## src/led_fault_pkg.sv

```systemverilog
// Constants and carrier types for the LED fault supervision block
package led_fault_pkg;

  // ----------------------------------------------------------------
  // Channel and sampling figures
  // ----------------------------------------------------------------
  localparam int CH_COUNT = 16;
  localparam int GRAY_W = 16;
  localparam int SAMPLE_EDGE = 33;
  localparam logic [GRAY_W-1:0] GRAY_MIN_VALID = 16'h1001;

  // ----------------------------------------------------------------
  // Register offsets (byte addresses)
  // ----------------------------------------------------------------
  localparam int ADDR_W = 4;
  localparam logic [ADDR_W-1:0] FLAGS_OFS = 4'h0;
  localparam logic [ADDR_W-1:0] IRQ_STAT_OFS = 4'h4;
  localparam logic [ADDR_W-1:0] IRQ_MASK_OFS = 4'h8;
  localparam logic [ADDR_W-1:0] LIVE_OFS = 4'hC;

  // ----------------------------------------------------------------
  // Field positions and reset values
  // ----------------------------------------------------------------
  localparam int FLAGS_OT_POS = 16;
  localparam int IRQ_OPEN_POS = 0;
  localparam int IRQ_OT_SET_POS = 1;
  localparam int IRQ_OT_CLR_POS = 2;
  localparam int IRQ_W = 3;
  localparam int LIVE_BLANK_POS = 0;
  localparam int LIVE_CUTOFF_POS = 1;
  localparam int LIVE_COOL_POS = 2;
  localparam int LIVE_OTOFF_POS = 3;
  localparam logic [IRQ_W-1:0] IRQ_MASK_RST = 3'h0;
  localparam logic [CH_COUNT-1:0] OPEN_FLAG_RST = 16'h0000;

  // ----------------------------------------------------------------
  // Carrier types
  // ----------------------------------------------------------------
  typedef struct packed {
    logic overtemperature_flag;
    logic [CH_COUNT-1:0] open_led_flag;
  } status_word_type;

  typedef struct packed {
    logic ot_clear;
    logic ot_set;
    logic open_found;
  } irq_bits_type;

  typedef enum logic [2:0] {
    OT_IDLE = 3'b001,
    OT_WAIT_SHIFT = 3'b010,
    OT_DONE = 3'b100
  } ot_eval_type;

endpackage

```

## src/pin_sync_edge.sv

```systemverilog
// Two-stage pin synchroniser with edge pulses
`timescale 1ns/10ps
module pin_sync_edge #(
  parameter int WIDTH = 1
) (
  // Clock and reset
  input wire logic pclk,
  input wire logic presetn,
  // Asynchronous pins
  input wire logic [WIDTH-1:0] pin_in,
  // Synchronised level and edges
  output logic [WIDTH-1:0] level,
  output logic [WIDTH-1:0] rise,
  output logic [WIDTH-1:0] fall
);

  logic [WIDTH-1:0] meta_r;
  logic [WIDTH-1:0] prev_r;

  initial begin
    if (WIDTH < 1) begin
      $error("pin_sync_edge: WIDTH must be at least 1");
    end
  end

  // ----------------------------------------------------------------
  // Synchroniser chain; meta_r feeds level only
  // ----------------------------------------------------------------
  always_ff @(posedge pclk or negedge presetn) begin
    if (!presetn) begin
      meta_r <= '0;
      level <= '0;
      prev_r <= '0;
    end else begin
      meta_r <= pin_in;
      level <= meta_r;
      prev_r <= level;
    end
  end

  // Edge pulses from the settled stages
  assign rise = level & ~prev_r;
  assign fall = ~level & prev_r;

endmodule

```

## src/led_fault_ctrl.sv

```systemverilog
// Open-LED detection, auto output off and thermal cutoff supervision
//
// Added by the designer: the address map and the APB register port.
`timescale 1ns/10ps
//
// Contract
// - Sample lit channels at 33rd grayscale edge
// - Low output voltage sets channel open flag
// - Error output asserts as open flag sets
// - Flagged channel forced off at sampling
// - Forced channel resumes after next blank fall
// - Open flags hold until next sampling
// - Gray level below 1001h never flags
// - Open errors float output while blanked
// - Cutoff kills all channels, sets flag
// - Error output low with flag set
// - Flag held until shift after latch
// - Re-evaluate flag at that shift edge
// - Overtemp error stays driven while blanked
// - Outputs resume if cool at blank rise
// - All channels off while blanked
// - Status loads on shift rise after latch
module led_fault_ctrl
  import led_fault_pkg::*;
#(
  parameter int NUM_CH = CH_COUNT,
  parameter int SAMPLE_AT = SAMPLE_EDGE
) (
  // APB slave
  input wire logic pclk,
  input wire logic presetn,
  input wire logic psel,
  input wire logic penable,
  input wire logic pwrite,
  input wire logic [ADDR_W-1:0] paddr,
  input wire logic [31:0] pwdata,
  output logic [31:0] prdata,
  output logic pready,
  output logic pslverr,
  output logic irq,
  // Display controller pins
  input wire logic blank,
  input wire logic latch_strobe,
  input wire logic shift_clock,
  input wire logic grayscale_clock,
  input wire logic bc_select,
  // Analog sensing
  input wire logic [NUM_CH-1:0] open_short_cmp,
  input wire logic thermal_cutoff,
  input wire logic thermal_cool,
  // PWM core (same clock)
  input wire logic [NUM_CH*GRAY_W-1:0] gray_level,
  input wire logic [NUM_CH-1:0] pwm_on,
  // Driver and status outputs
  output logic [NUM_CH-1:0] sink_channel,
  output logic error_output_o,
  output logic error_output_oe,
  output logic status_load,
  output status_word_type status_readback
);

  initial begin
    if (NUM_CH != CH_COUNT) begin
      $error("led_fault_ctrl: NUM_CH must equal the status word width");
    end
    if (SAMPLE_AT < 1 || SAMPLE_AT > 63) begin
      $error("led_fault_ctrl: SAMPLE_AT out of range");
    end
  end

  // ----------------------------------------------------------------
  // Pin synchronisation
  // ----------------------------------------------------------------
  localparam int NPIN = 7;
  logic [NPIN-1:0] pin_lvl;
  logic [NPIN-1:0] pin_rise;
  logic [NPIN-1:0] pin_fall;
  logic [NUM_CH-1:0] cmp_s;

  pin_sync_edge #(.WIDTH(NPIN)) u_pins (
    .pclk(pclk),
    .presetn(presetn),
    .pin_in({thermal_cool, thermal_cutoff, bc_select, grayscale_clock,
             shift_clock, latch_strobe, blank}),
    .level(pin_lvl),
    .rise(pin_rise),
    .fall(pin_fall)
  );

  pin_sync_edge #(.WIDTH(NUM_CH)) u_cmp (
    .pclk(pclk),
    .presetn(presetn),
    .pin_in(open_short_cmp),
    .level(cmp_s),
    .rise(),
    .fall()
  );

  logic blank_s;
  logic blank_rise;
  logic blank_fall;
  logic latch_fall;
  logic sclk_rise;
  logic sclk_fall;
  logic grayscale_clock_rise;
  logic bc_sel_s;
  logic cutoff_s;
  logic cool_s;

  assign blank_s = pin_lvl[0];
  assign blank_rise = pin_rise[0];
  assign blank_fall = pin_fall[0];
  assign latch_fall = pin_fall[1];
  assign sclk_rise = pin_rise[2];
  assign sclk_fall = pin_fall[2];
  assign grayscale_clock_rise = pin_rise[3];
  assign bc_sel_s = pin_lvl[4];
  assign cutoff_s = pin_lvl[5];
  assign cool_s = pin_lvl[6];

  // ----------------------------------------------------------------
  // Gray level qualification
  // ----------------------------------------------------------------
  logic [NUM_CH-1:0] gray_ok;

  // Channels below the minimum valid level never flag
  genvar gi;
  generate
    for (gi = 0; gi < NUM_CH; gi++) begin : g_gray
      assign gray_ok[gi] = gray_level[gi*GRAY_W +: GRAY_W] >= GRAY_MIN_VALID;
    end
  endgenerate

  // ----------------------------------------------------------------
  // Display period tracking and sampling edge
  // ----------------------------------------------------------------
  logic armed_r;
  logic [5:0] gs_cnt_r;
  logic sample_evt;
  logic [NUM_CH-1:0] new_flags;
  localparam logic [5:0] LAST_CNT = 6'(SAMPLE_AT - 1);

  // Arm on blank release, disarm after the sampling edge or on blank
  always_ff @(posedge pclk or negedge presetn) begin
    if (!presetn) begin
      armed_r <= 1'b0;
      gs_cnt_r <= 6'h00;
    end else if (blank_fall) begin
      armed_r <= 1'b1;
      gs_cnt_r <= 6'h00;
    end else if (blank_s || sample_evt) begin
      armed_r <= 1'b0;
    end else if (armed_r && grayscale_clock_rise) begin
      gs_cnt_r <= gs_cnt_r + 6'h01;
    end
  end

  // Sampling edge and the flags it produces
  assign sample_evt = armed_r && grayscale_clock_rise && !blank_s && gs_cnt_r == LAST_CNT;
  assign new_flags = pwm_on & gray_ok & cmp_s;

  // ----------------------------------------------------------------
  // Open flags and auto output off
  // ----------------------------------------------------------------
  logic [NUM_CH-1:0] open_flag_r;
  logic [NUM_CH-1:0] forced_off_r;
  logic rel_pend_r;

  // Flags replaced only at the sampling edge
  always_ff @(posedge pclk or negedge presetn) begin
    if (!presetn) begin
      open_flag_r <= OPEN_FLAG_RST;
    end else if (sample_evt) begin
      open_flag_r <= new_flags;
    end
  end

  // Release pending from blank fall until next grayscale edge
  always_ff @(posedge pclk or negedge presetn) begin
    if (!presetn) begin
      rel_pend_r <= 1'b0;
    end else if (blank_fall) begin
      rel_pend_r <= 1'b1;
    end else if (grayscale_clock_rise) begin
      rel_pend_r <= 1'b0;
    end
  end

  // Faulty channels off until resumed
  always_ff @(posedge pclk or negedge presetn) begin
    if (!presetn) begin
      forced_off_r <= '0;
    end else if (sample_evt) begin
      forced_off_r <= forced_off_r | new_flags;
    end else if (rel_pend_r && grayscale_clock_rise) begin
      forced_off_r <= '0;
    end
  end

  // ----------------------------------------------------------------
  // Overtemperature flag, cutoff and recovery
  // ----------------------------------------------------------------
  logic ot_flag_r;
  logic ot_off_r;
  logic cool_at_blank_r;
  ot_eval_type ot_state_r;
  logic ot_eval;
  logic ot_clear_evt;

  assign ot_eval = ot_state_r == OT_WAIT_SHIFT && sclk_fall;
  assign ot_clear_evt = ot_eval && !cutoff_s && cool_s && ot_flag_r;

  // Wait for the shift edge after a grayscale latch
  always_ff @(posedge pclk or negedge presetn) begin
    if (!presetn) begin
      ot_state_r <= OT_IDLE;
    end else begin
      case (ot_state_r)
        OT_IDLE: begin
          if (latch_fall && !bc_sel_s) begin
            ot_state_r <= OT_WAIT_SHIFT;
          end
        end
        OT_WAIT_SHIFT: begin
          if (sclk_fall) begin
            ot_state_r <= OT_DONE;
          end
        end
        OT_DONE: begin
          ot_state_r <= OT_IDLE;
        end
        default: begin
          ot_state_r <= OT_IDLE;
        end
      endcase
    end
  end

  // Flag set wins; cleared only at the re-evaluation edge
  always_ff @(posedge pclk or negedge presetn) begin
    if (!presetn) begin
      ot_flag_r <= 1'b0;
    end else if (cutoff_s) begin
      ot_flag_r <= 1'b1;
    end else if (ot_clear_evt) begin
      ot_flag_r <= 1'b0;
    end
  end

  // Temperature state seen at blank rise
  always_ff @(posedge pclk or negedge presetn) begin
    if (!presetn) begin
      cool_at_blank_r <= 1'b0;
    end else if (blank_rise) begin
      cool_at_blank_r <= cool_s && !cutoff_s;
    end
  end

  // Outputs held off until a cool blank cycle completes
  always_ff @(posedge pclk or negedge presetn) begin
    if (!presetn) begin
      ot_off_r <= 1'b0;
    end else if (cutoff_s) begin
      ot_off_r <= 1'b1;
    end else if (rel_pend_r && grayscale_clock_rise && cool_at_blank_r) begin
      ot_off_r <= 1'b0;
    end
  end

  // ----------------------------------------------------------------
  // Sink gating and error pin
  // ----------------------------------------------------------------
  logic open_any;

  assign open_any = (|open_flag_r) || (sample_evt && |new_flags);
  assign sink_channel = (blank_s || cutoff_s || ot_off_r) ? '0 :
                        pwm_on & ~forced_off_r & ~(sample_evt ? new_flags : '0);
  assign error_output_o = 1'b0;
  assign error_output_oe = ot_flag_r || cutoff_s || (open_any && !blank_s);

  // ----------------------------------------------------------------
  // Status readback load
  // ----------------------------------------------------------------
  logic sid_pend_r;

  // Load on first shift rise after a latch fall
  always_ff @(posedge pclk or negedge presetn) begin
    if (!presetn) begin
      sid_pend_r <= 1'b0;
      status_load <= 1'b0;
      status_readback <= '0;
    end else begin
      status_load <= 1'b0;
      if (latch_fall) begin
        sid_pend_r <= 1'b1;
      end else if (sid_pend_r && sclk_rise) begin
        sid_pend_r <= 1'b0;
        status_load <= 1'b1;
        status_readback <= '{overtemperature_flag: ot_flag_r, open_led_flag: open_flag_r};
      end
    end
  end

  // ----------------------------------------------------------------
  // APB registers and interrupt
  // ----------------------------------------------------------------
  irq_bits_type irq_stat_r;
  irq_bits_type irq_evt;
  logic [IRQ_W-1:0] irq_mask_r;
  logic setup_ph;
  logic access_ph;

  function automatic logic [1:0] reg_idx(input logic [ADDR_W-1:0] a);
    case (a)
      FLAGS_OFS: reg_idx = 2'd0;
      IRQ_STAT_OFS: reg_idx = 2'd1;
      IRQ_MASK_OFS: reg_idx = 2'd2;
      default: reg_idx = 2'd3;
    endcase
  endfunction

  function automatic logic reg_hit(input logic [ADDR_W-1:0] a);
    reg_hit = a == FLAGS_OFS || a == IRQ_STAT_OFS || a == IRQ_MASK_OFS || a == LIVE_OFS;
  endfunction

  assign setup_ph = psel && !penable;
  assign access_ph = psel && penable;
  assign pready = access_ph;
  assign pslverr = access_ph && !reg_hit(paddr);
  assign irq_evt = '{ot_clear: ot_clear_evt, ot_set: cutoff_s && !ot_flag_r,
                     open_found: sample_evt && |new_flags};
  assign irq = |(irq_stat_r & irq_mask_r);

  // Read data captured in setup for a registered answer
  always_ff @(posedge pclk or negedge presetn) begin
    if (!presetn) begin
      prdata <= 32'h0000_0000;
    end else if (setup_ph && !pwrite) begin
      case (reg_idx(paddr))
        2'd0: prdata <= {15'h0000, ot_flag_r, open_flag_r};
        2'd1: prdata <= {29'h0000_0000, irq_stat_r};
        2'd2: prdata <= {29'h0000_0000, irq_mask_r};
        default: prdata <= (paddr == LIVE_OFS) ?
          {28'h000_0000, ot_off_r, cool_s, cutoff_s, blank_s} : 32'h0000_0000;
      endcase
    end
  end

  // Mask register write
  always_ff @(posedge pclk or negedge presetn) begin
    if (!presetn) begin
      irq_mask_r <= IRQ_MASK_RST;
    end else if (access_ph && pwrite && paddr == IRQ_MASK_OFS) begin
      irq_mask_r <= pwdata[IRQ_W-1:0];
    end
  end

  // Sticky status, cleared by read, new events win
  always_ff @(posedge pclk or negedge presetn) begin
    if (!presetn) begin
      irq_stat_r <= '0;
    end else if (access_ph && !pwrite && paddr == IRQ_STAT_OFS) begin
      // Only bits already reported in prdata are cleared
      irq_stat_r <= irq_evt | (irq_stat_r & ~prdata[IRQ_W-1:0]);
    end else begin
      irq_stat_r <= irq_stat_r | irq_evt;
    end
  end
endmodule

```

## config.mk

```make
export PLATFORM = sky130hd
export DESIGN_NAME = led_fault_ctrl
export DESIGN_NICKNAME = d
export VERILOG_FILES = /design/src/led_fault_pkg.sv /design/src/pin_sync_edge.sv /design/src/led_fault_ctrl.sv
export SDC_FILE = /design/constraint.sdc
export NUM_CORES = 1
export LEC_CHECK = 0
export ABC_CLOCK_PERIOD_IN_PS = 4750
export BUFFER_PORTS_ARGS = -buffer_cell sky130_fd_sc_hd__buf_2
export CELL_PAD_IN_SITES_DETAIL_PLACEMENT = 1
export CELL_PAD_IN_SITES_GLOBAL_PLACEMENT = 2
export CORE_MARGIN = 3
export CORE_UTILIZATION = 26
export DETAILED_ROUTE_END_ITERATION = 10
export GPL_ROUTABILITY_DRIVEN = 0
export PLACE_DENSITY_LB_ADDON = 0.05
export RECOVER_POWER = 100
export SYNTH_ARGS = -nofsm -noshare
export SYNTH_HDL_FRONTEND = slang
export SYNTH_HIERARCHICAL = 1
export SYNTH_SLANG_ARGS = --single-unit
export TNS_END_PERCENT = 1
```

## constraint.sdc

```tcl
create_clock -name pclk -period 4.75 [get_ports pclk]
set_input_delay 0.475 -clock pclk [delete_from_list [all_inputs] [get_ports pclk]]
set_output_delay 0.475 -clock pclk [all_outputs]
set_load 0.01 [all_outputs]
```

# Word-level counts from Yosys, hierarchy flattened
# Index checks and enable logic that the tools add are counted.
dict set report totals {
  output_inout_bits 71
  inputBits 336
  register_bits 153
}
dict set report classes {
  addsub 1
  n_reduce_logical 54
  n_eq_ne 11
  n_mux 27
  magnitude_cmp 16
  bitwise 17
}
# operator n
set op_table {}
lappend op_table {{greater-or-equal comparator 16 x 13 -> 1 bit (second input constant)} 16}
lappend op_table {{AND 16 bit} 4}
lappend op_table {{2-to-1 mux 16 bit} 4}
lappend op_table {{case mux 17 bit (3 select lines)} 1}
lappend op_table {{NOT 16 bit} 2}
lappend op_table {{OR reduction 16 bit} 2}
lappend op_table {{logical AND 1 bit} 23}
lappend op_table {{2-to-1 mux 6 bit} 3}
lappend op_table {{bitwise OR 16 bit} 1}
lappend op_table {{nonzero test 2 bit} 7}
lappend op_table {{2-to-1 mux 1 bit} 12}
lappend op_table {{AND 3 bit} 3}
lappend op_table {{logical OR 1 bit} 9}
lappend op_table {{2-to-1 mux 3 bit} 3}
lappend op_table {{== test 4 bit (second input constant)} 2}
lappend op_table {{logical NOT 1 bit} 7}
lappend op_table {{adder 6 x 1 -> 6 bit (second input constant)} 1}
lappend op_table {{== test 6 bit (second input constant)} 1}
lappend op_table {{!= test 2 bit (second input constant)} 3}
lappend op_table {{NOT 3 bit} 2}
lappend op_table {{bitwise OR 3 bit} 2}
lappend op_table {{case mux 2 bit (3 select lines)} 1}
lappend op_table {{case mux 3 bit (2 select lines)} 1}
lappend op_table {{AND reduction 2 bit} 3}
lappend op_table {{other kinds (13)} 13}

# Depth between registers and ports, before layout
# Gate-level depths: netlist of the first run.
dict set report depth {
  depth_word 9
  ltp_mapped 9
}

# Modules after synthesis
# The synthesis of the first run kept the hierarchy.
# mod seq_area_each_um2 instances cells_each area_each_um2
set modules_own_cells {}
lappend modules_own_cells {led_fault_ctrl 2203.4 1 482 4476.8}
lappend modules_own_cells {{pin_sync_edge (u_cmp)} 1201.2 1 80 1481.4}
lappend modules_own_cells {{pin_sync_edge (u_pins)} 525.5 1 35 648.1}

# Least setup slack after synthesis of the first run
# No wires, ideal clock.
dict set report synth_timing {
  kind {input port to output port}
  startpoint {in gray_level[42]}
  endpoint {out error_output_oe}
  cell_stages 6
  slack_ns 2.387
  required_ns 4.275
  t_arrival_ns 1.888
  cell_sequence {or4_1 o31ai_1 a21oi_1 nor4_1 and4_1 o21ai_1}
}
dict set report synth_between {
  elab_chain_cells 8
}
# item line
set synth_rtl {}
lappend synth_rtl {{start, declared} led_fault_ctrl.sv:52} ;# input wire logic [NUM_CH*GRAY_W-1:0] gray_level,
lappend synth_rtl {{greater-or-equal comparator 16 x 13 -> 1 bit} led_fault_ctrl.sv:130} ;# assign gray_ok[gi] = gray_level[gi*GRAY_W +: GRAY_W] >= GRAY_MIN_VALID;
lappend synth_rtl {{AND 16 bit (2 in series)} led_fault_ctrl.sv:160} ;# assign new_flags = pwm_on & gray_ok & cmp_s;
lappend synth_rtl {{OR reduction 16 bit} led_fault_ctrl.sv:275} ;# assign open_any = (|open_flag_r) || (sample_evt && |new_flags);
lappend synth_rtl {{logical AND 1 bit} led_fault_ctrl.sv:275}
lappend synth_rtl {{logical OR 1 bit} led_fault_ctrl.sv:275}
lappend synth_rtl {{logical AND 1 bit} led_fault_ctrl.sv:279} ;# assign error_output_oe = ot_flag_r || cutoff_s || (open_any && !blank_s);
lappend synth_rtl {{logical OR 1 bit} led_fault_ctrl.sv:279}
lappend synth_rtl {{end, declared} led_fault_ctrl.sv:57} ;# output logic error_output_oe,
# Every way passes these cells.

# Worst setup path after layout of the first run
dict set report layout_timing {
  startpoint {reg gs_cnt_r[0]}
  endpoint {out sink_channel[10]}
}
dict set report layout_between {
  elab_chain_cells 6
}
# item line
set layout_rtl {}
lappend layout_rtl {{start, declared} led_fault_ctrl.sv:138} ;# logic [5:0] gs_cnt_r;
lappend layout_rtl {{start signal, assigned} led_fault_ctrl.sv:154} ;# gs_cnt_r <= gs_cnt_r + 6'h01;
lappend layout_rtl {{== test 6 bit} led_fault_ctrl.sv:159} ;# assign sample_evt = armed_r && grayscale_clock_rise && !blank_s && gs_cnt_r == LAST_CNT;
lappend layout_rtl {{logical AND 1 bit} led_fault_ctrl.sv:159}
lappend layout_rtl {{2-to-1 mux 16 bit} led_fault_ctrl.sv:277} ;# pwm_on & ~forced_off_r & ~(sample_evt ? new_flags : '0);
lappend layout_rtl {{NOT 16 bit} led_fault_ctrl.sv:277}
lappend layout_rtl {{AND 16 bit} led_fault_ctrl.sv:277}
lappend layout_rtl {{2-to-1 mux 16 bit} led_fault_ctrl.sv:276} ;# assign sink_channel = (blank_s || cutoff_s || ot_off_r) ? '0 :
lappend layout_rtl {{end, declared} led_fault_ctrl.sv:55} ;# output logic [NUM_CH-1:0] sink_channel,
# Every way passes these cells.

==> metrics, run 1 <==
CTS sink cnt 138; setup_tns 0 ns; largest net degree at the start of global routing 105; core footprint 0.0214 mm²; reg2reg setup slack 2.20 ns; Routed wire per std cell 18.1 µm; vias in the first global route 6066; first-pass GRT wire length 32700 µm; Routed WL 21700 µm; Worst EP arrival 3.11 ns; maximum vdd ir drop 157 µV; GR Util met1 20.5%; Iteration-0 DRC Markers 167; hold path start open_short_cmp[5]; Worst Hold End u_cmp/meta_r[5]$_DFF_PN0_; Max clock buf depth 2; RSZ-0062 raised after global routing false; H-tree lvl count 4; # rows 53; synthesized area 0.00578 mm²; Die X 155 µm; Final #Nets 1245; IO Port Bufs 361; number of post-CTS setup repair buffers 0; remaining antenna violation count after routing 0; final core utilization 39.2%; share of cells above drive strength 1 38.2%; CTS Buf Count 17; worst r2r src gs_cnt_r[0]$_DFFE_PN0P_; overflow left after global routing 0; CTS Hold Bufs 0; Setup-failing EPs final 0; period utilization 75.5%; met2 Usage GRT 32.5%; kind of start point of the critical path register; vias 5533; CP Class register to output pin; Tmin final 3.59 ns; met3 usage 4.42%; clock skew 0.0101 ns; Crit Reg-Reg Endpoint forced_off_r[13]$_DFFE_PN0P_; antenna violations before repair 2; max cap viols 1; CP Capture Type output pin; failing checks max-capacitance violations, max-slew violations; CTS tree done; post_cts resized 0; GRT Util Overall 17.7%; Die ar. 0.0241 mm²; reg2reg path depth 8; CP required 4.28 ns; clk_lat worst skew 0.43 ns; Worst-path clk slew 0.07 ns; Hold WC Path Type input port to register; Rel. slew slack -70.9%; clock root buffer clkbuf_16; cell count after synthesis 538; outcome complete, but fails checks; Area Overhead vs Synth 45.1%; Die Y 155 µm; initial core utilization 27.0%; Fin. Hold Viols 0; HPWL after detailed placement 18100 µm; Pre-Repair DR Iteration Count 4; GRT Max-Usage Layer met2; leak pwr 0.00427 µW; Slew Limit Fails 105; CP Max Fanout 13; # IOs 407; hold path depth 1; f_max 0.279 GHz; P per Cell Area 351 mW/mm²; mean post-synth cell area 10.7 µm²; vias per cell 4.63; Slew @ Worst Pin 2.56 ns; Yosys warnings 6; # DRC 0
[worst max-delay path, cell delays in order (launching register included)]
cell and delay, ns:
dfrtp_1 0.40, inv_1 0.10, ha_1 0.17, nand2_1 0.06
nor4_1 0.33, and2_0 0.61, clkbuf_1 0.51, a21oi_1 0.17
and3_1 0.22, clkbuf_1 0.13
[stage by stage]
| step | hold slack (ns) | std cells | setup slack, ns | instance area [µm²] | power, µW |
|---|---|---|---|---|---|
| 2_1_floorplan | 0.179 | 553 | 2.39 | 5840 | 1390 |
| 3_3_place_gp | 0.331 | 1163 | 1.51 | 7850 | 1580 |
| 3_5_place_dp | 0.336 | 1163 | 1.55 | 7850 | 1590 |
| 4_1_cts | 0.131 | 1195 | 1.53 | 8480 | 3000 |
| 5_1_grt | 0.125 | 1196 | 0.775 | 8390 | 3090 |
| 6_report | 0.150 | 1196 | 1.16 | 8390 | 2940 |
[routing by layer]
metal,vias up,part of all wire (%)
met5,-,0.041
met4,2,1.2
met3,20,5.0
met2,184,55
met1,2695,38
li1,2632,-
[state kept, by name, summed over array words and instances (netlist names), 4 cells and up]
register and cells:
prdata 17, status_readback 17, forced_off_r 16, open_flag_r 16, u_cmp/level 16, u_cmp/meta_r 16, u_pins/level 7, u_pins/meta_r 7
gs_cnt_r 6, u_pins/prev_r 4
[final cells by class]
| type | instances | area, µm² |
|---|---|---|
| well taps | 275 | 344 |
| clock inverters | 12 | 164 |
| diodes | 1 | 2.50 |
| repair buffers | 365 | 1750 |
| clock buffers | 20 | 467 |
| inverters | 11 | 41.3 |
| multi-input cells | 374 | 2160 |
| flip-flops and latches | 138 | 3450 |
| fillers | 2551 | 13000 |
[report_power, final]
part           internal, µW  switching [µW]  leakage, µW
combinational           143             146      0.00226
clock                   873             518     0.000295
sequential             1230            31.6      0.00172
total                  2250             695      0.00427
[cell usage in the layout, fill, tap and decap left out, drive strengths merged, types with 2 or more instances in the layout]
master / n
mux2: 4
o21ai: 4
or4: 48
nor4: 11
nand3: 2
dfrtp: 137
mux4: 3
buf: 303
a21o: 10
nor2b: 2
clkbuf: 82
and3: 18
xor2: 2
and2b: 6
nand2: 107
and2: 9
o31ai: 16
xnor2: 2
bufinv: 3
clkinv: 4
nor2: 33
a22o: 16
nand4: 2
ha: 2
conb: 16
clkinvlp: 4
nor3: 20
inv: 12
a21oi: 26
[how the worst max path moves through the flow]
stage	start	endpoint	cells past startpoint
floorplan	gray_level[42]	error_output_oe	6
global placement	gray_level[219]	error_output_oe	8
detailed placement	gray_level[106]	error_output_oe	8
CTS	gs_cnt_r[0]$_DFFE_PN0P_	sink_channel[10]	9
global route	gs_cnt_r[0]$_DFFE_PN0P_	sink_channel[10]	9
finish	gs_cnt_r[0]$_DFFE_PN0P_	sink_channel[10]	9
No activity file was read; power rests on OpenSTA's default activity.
==> inputs of run 2 (changes only) <==
Settings changed: ABC_AREA set to 1, ABC_CLOCK_PERIOD_IN_PS 4750 to 3470, CORE_UTILIZATION 26 to 23.
Clock period 4.75 ns to 3.47 ns, I/O delays scaled along.
==> metrics, run 2 <==
diodes inserted 0; failing checks max-capacitance violations, max-slew violations; post_cts resized 0; maximum vdd ir drop 285 µV; period utilization 76.6%; Routed WL 23400 µm; max cap viols 2; commonest non-fill, non-tap cell in the layout buf_2; hold path start open_short_cmp[9]; crit-path max cell delay 0.39 ns; Area Overhead vs Synth 40.7%; synthesized area 0.00674 mm²; core footprint 0.0288 mm²; Die ar. 0.0314 mm²; # IOs 407; vias in the first global route 7296; CP bufs+invs 3; Setup-failing EPs final 0; CP Class register to output pin; leak pwr 0.00511 µW; share of cells above drive strength 1 27.0%; outcome complete, but fails checks; largest net degree at the start of global routing 76; most used cell, CP nand2_1; total power 4170 µW; CP Capture Type output pin; Die Y 177 µm; non-filler instance count after layout 1662; clk_lat worst skew 0.42 ns; Worst EP arrival 2.31 ns; Yosys warnings 6; H-tree lvl count 4; Hold WC Path Type input port to register; Crit Reg-Reg Endpoint forced_off_r[6]$_DFFE_PN0P_; overflow left after global routing 0; CTS sink cnt 138; CP Max Fanout 17; Top Registers prdata: 17 flops, status_readback: 17 flops; Rel. slew slack -31.2%; f_max 0.376 GHz; worst r2r src gs_cnt_r[0]$_DFFE_PN0P_; HPWL after detailed placement 19100 µm; Slew Limit Fails 75; cell count after synthesis 891; Die X 177 µm; P per Cell Area 440 mW/mm²; critical-path cell list inv_1, ha_1, nand3_1, nor3b_1, buf_4, o21ai_0, nand2_1, nand2_1, nand2_1, clkbuf_1; final core utilization 32.9%; Worst path top cell family by delay simple AND/OR/NAND/NOR gates; remaining antenna violation count after routing 0; IO Port Bufs 361; Fin. Hold Viols 0; Final #Nets 1603; Max clock buf depth 2; setup_tns 0 ns; RSZ-0062 raised after global routing false; Min Hold Slack 0.0306 ns; clock skew 0.0111 ns; mean post-synth cell area 7.56 µm²; # rows 62; Worst path depth 10; Tmin final 2.66 ns; Iteration-0 DRC Markers 156; reg2reg path depth 7; Pre-Repair DR Iteration Count 5; CP required 3.12 ns; Worst Hold End u_cmp/meta_r[9]$_DFF_PN0_; first-pass GRT wire length 36700 µm; crit path max-delay cell type dfrtp_1; reg2reg setup slack 1.07 ns; layout filler cell count 3640; most frequent cells in the layout buf_2 (304), nand2_1 (204), nor2_1 (163); antenna violations before repair 2; kind of start point of the critical path register; CTS tree done; clock root buffer clkbuf_16; hold path depth 1; # DRC 0; Slew @ Worst Pin 1.97 ns; initial core utilization 23.4%; CTS Buf Count 17; GRT Util Overall 14.8%; Cells after DPL 1629; Worst-path clk slew 0.07 ns; vias 6831; vias per cell 4.11; Routed wire per std cell 14.1 µm
## run 2: stage by stage
stage | worst slack, ns | cell area, µm²
after global placement | 1.09 | 8960
final | 0.814 | 9470
after CTS | 0.807 | 9580
after floorplan | 1.66 | 6790
after global routing | 0.525 | 9470
after detailed placement | 1.08 | 8960
## run 2: worst reg2reg max path: stages, from the launching register on
cell,delay (ns)
dfrtp_1,0.37
inv_1,0.08
ha_1,0.20
nand3_1,0.10
nor3b_1,0.07
buf_4,0.20
nor2_1,1.11
a21oi_1,0.08
## run 2: how the worst max path moves through the flow
stage                             from                to  slack [ns]
6_report       gs_cnt_r[0]$_DFFE_PN0P_   error_output_oe        0.81
5_1_grt        gs_cnt_r[0]$_DFFE_PN0P_   error_output_oe        0.52
4_1_cts        gs_cnt_r[1]$_DFFE_PN0P_   error_output_oe        0.81
3_5_place_dp            gray_level[41]   error_output_oe        1.08
3_3_place_gp            gray_level[41]   error_output_oe        1.09
2_1_floorplan  gs_cnt_r[0]$_DFFE_PN0P_  sink_channel[10]        1.66
## run 2: layer usage
| metal | vias to the layer above | wire length (µm) | global-route usage (%) |
|---|---|---|---|
| met3 | 14 | 2300 | 5.13 |
| met1 | 3051 | 9870 | 17.7 |
| met4 | 4 | 156 | 2.55 |
| li1 | 3487 | - | - |
| met2 | 275 | 11000 | 25.9 |
| met5 | - | 27 | 0 |
## run 2: area by class of cell
type	instances	area (µm²)	area share [%]
flip-flops and latches	138	3450	36.5
multi-input cells	583	2550	27.0
repair buffers	367	1790	18.9
inverters	158	593	6.26
clock buffers	22	484	5.11
well taps	384	480	5.07
clock inverters	10	116	1.23
## run 2: power breakdown
group	switching (µW)	total [µW]	internal [µW]
Clock	696	1830	1130
Sequential	58.7	1780	1720
Combinational	320	556	236
Total	1070	4170	3090
## run 2: timing repair
item | CTS | global route
hold buffers | 1 | 0
endpoints found under the hold margin | 13 | 0
buffers inserted | 0 | 0
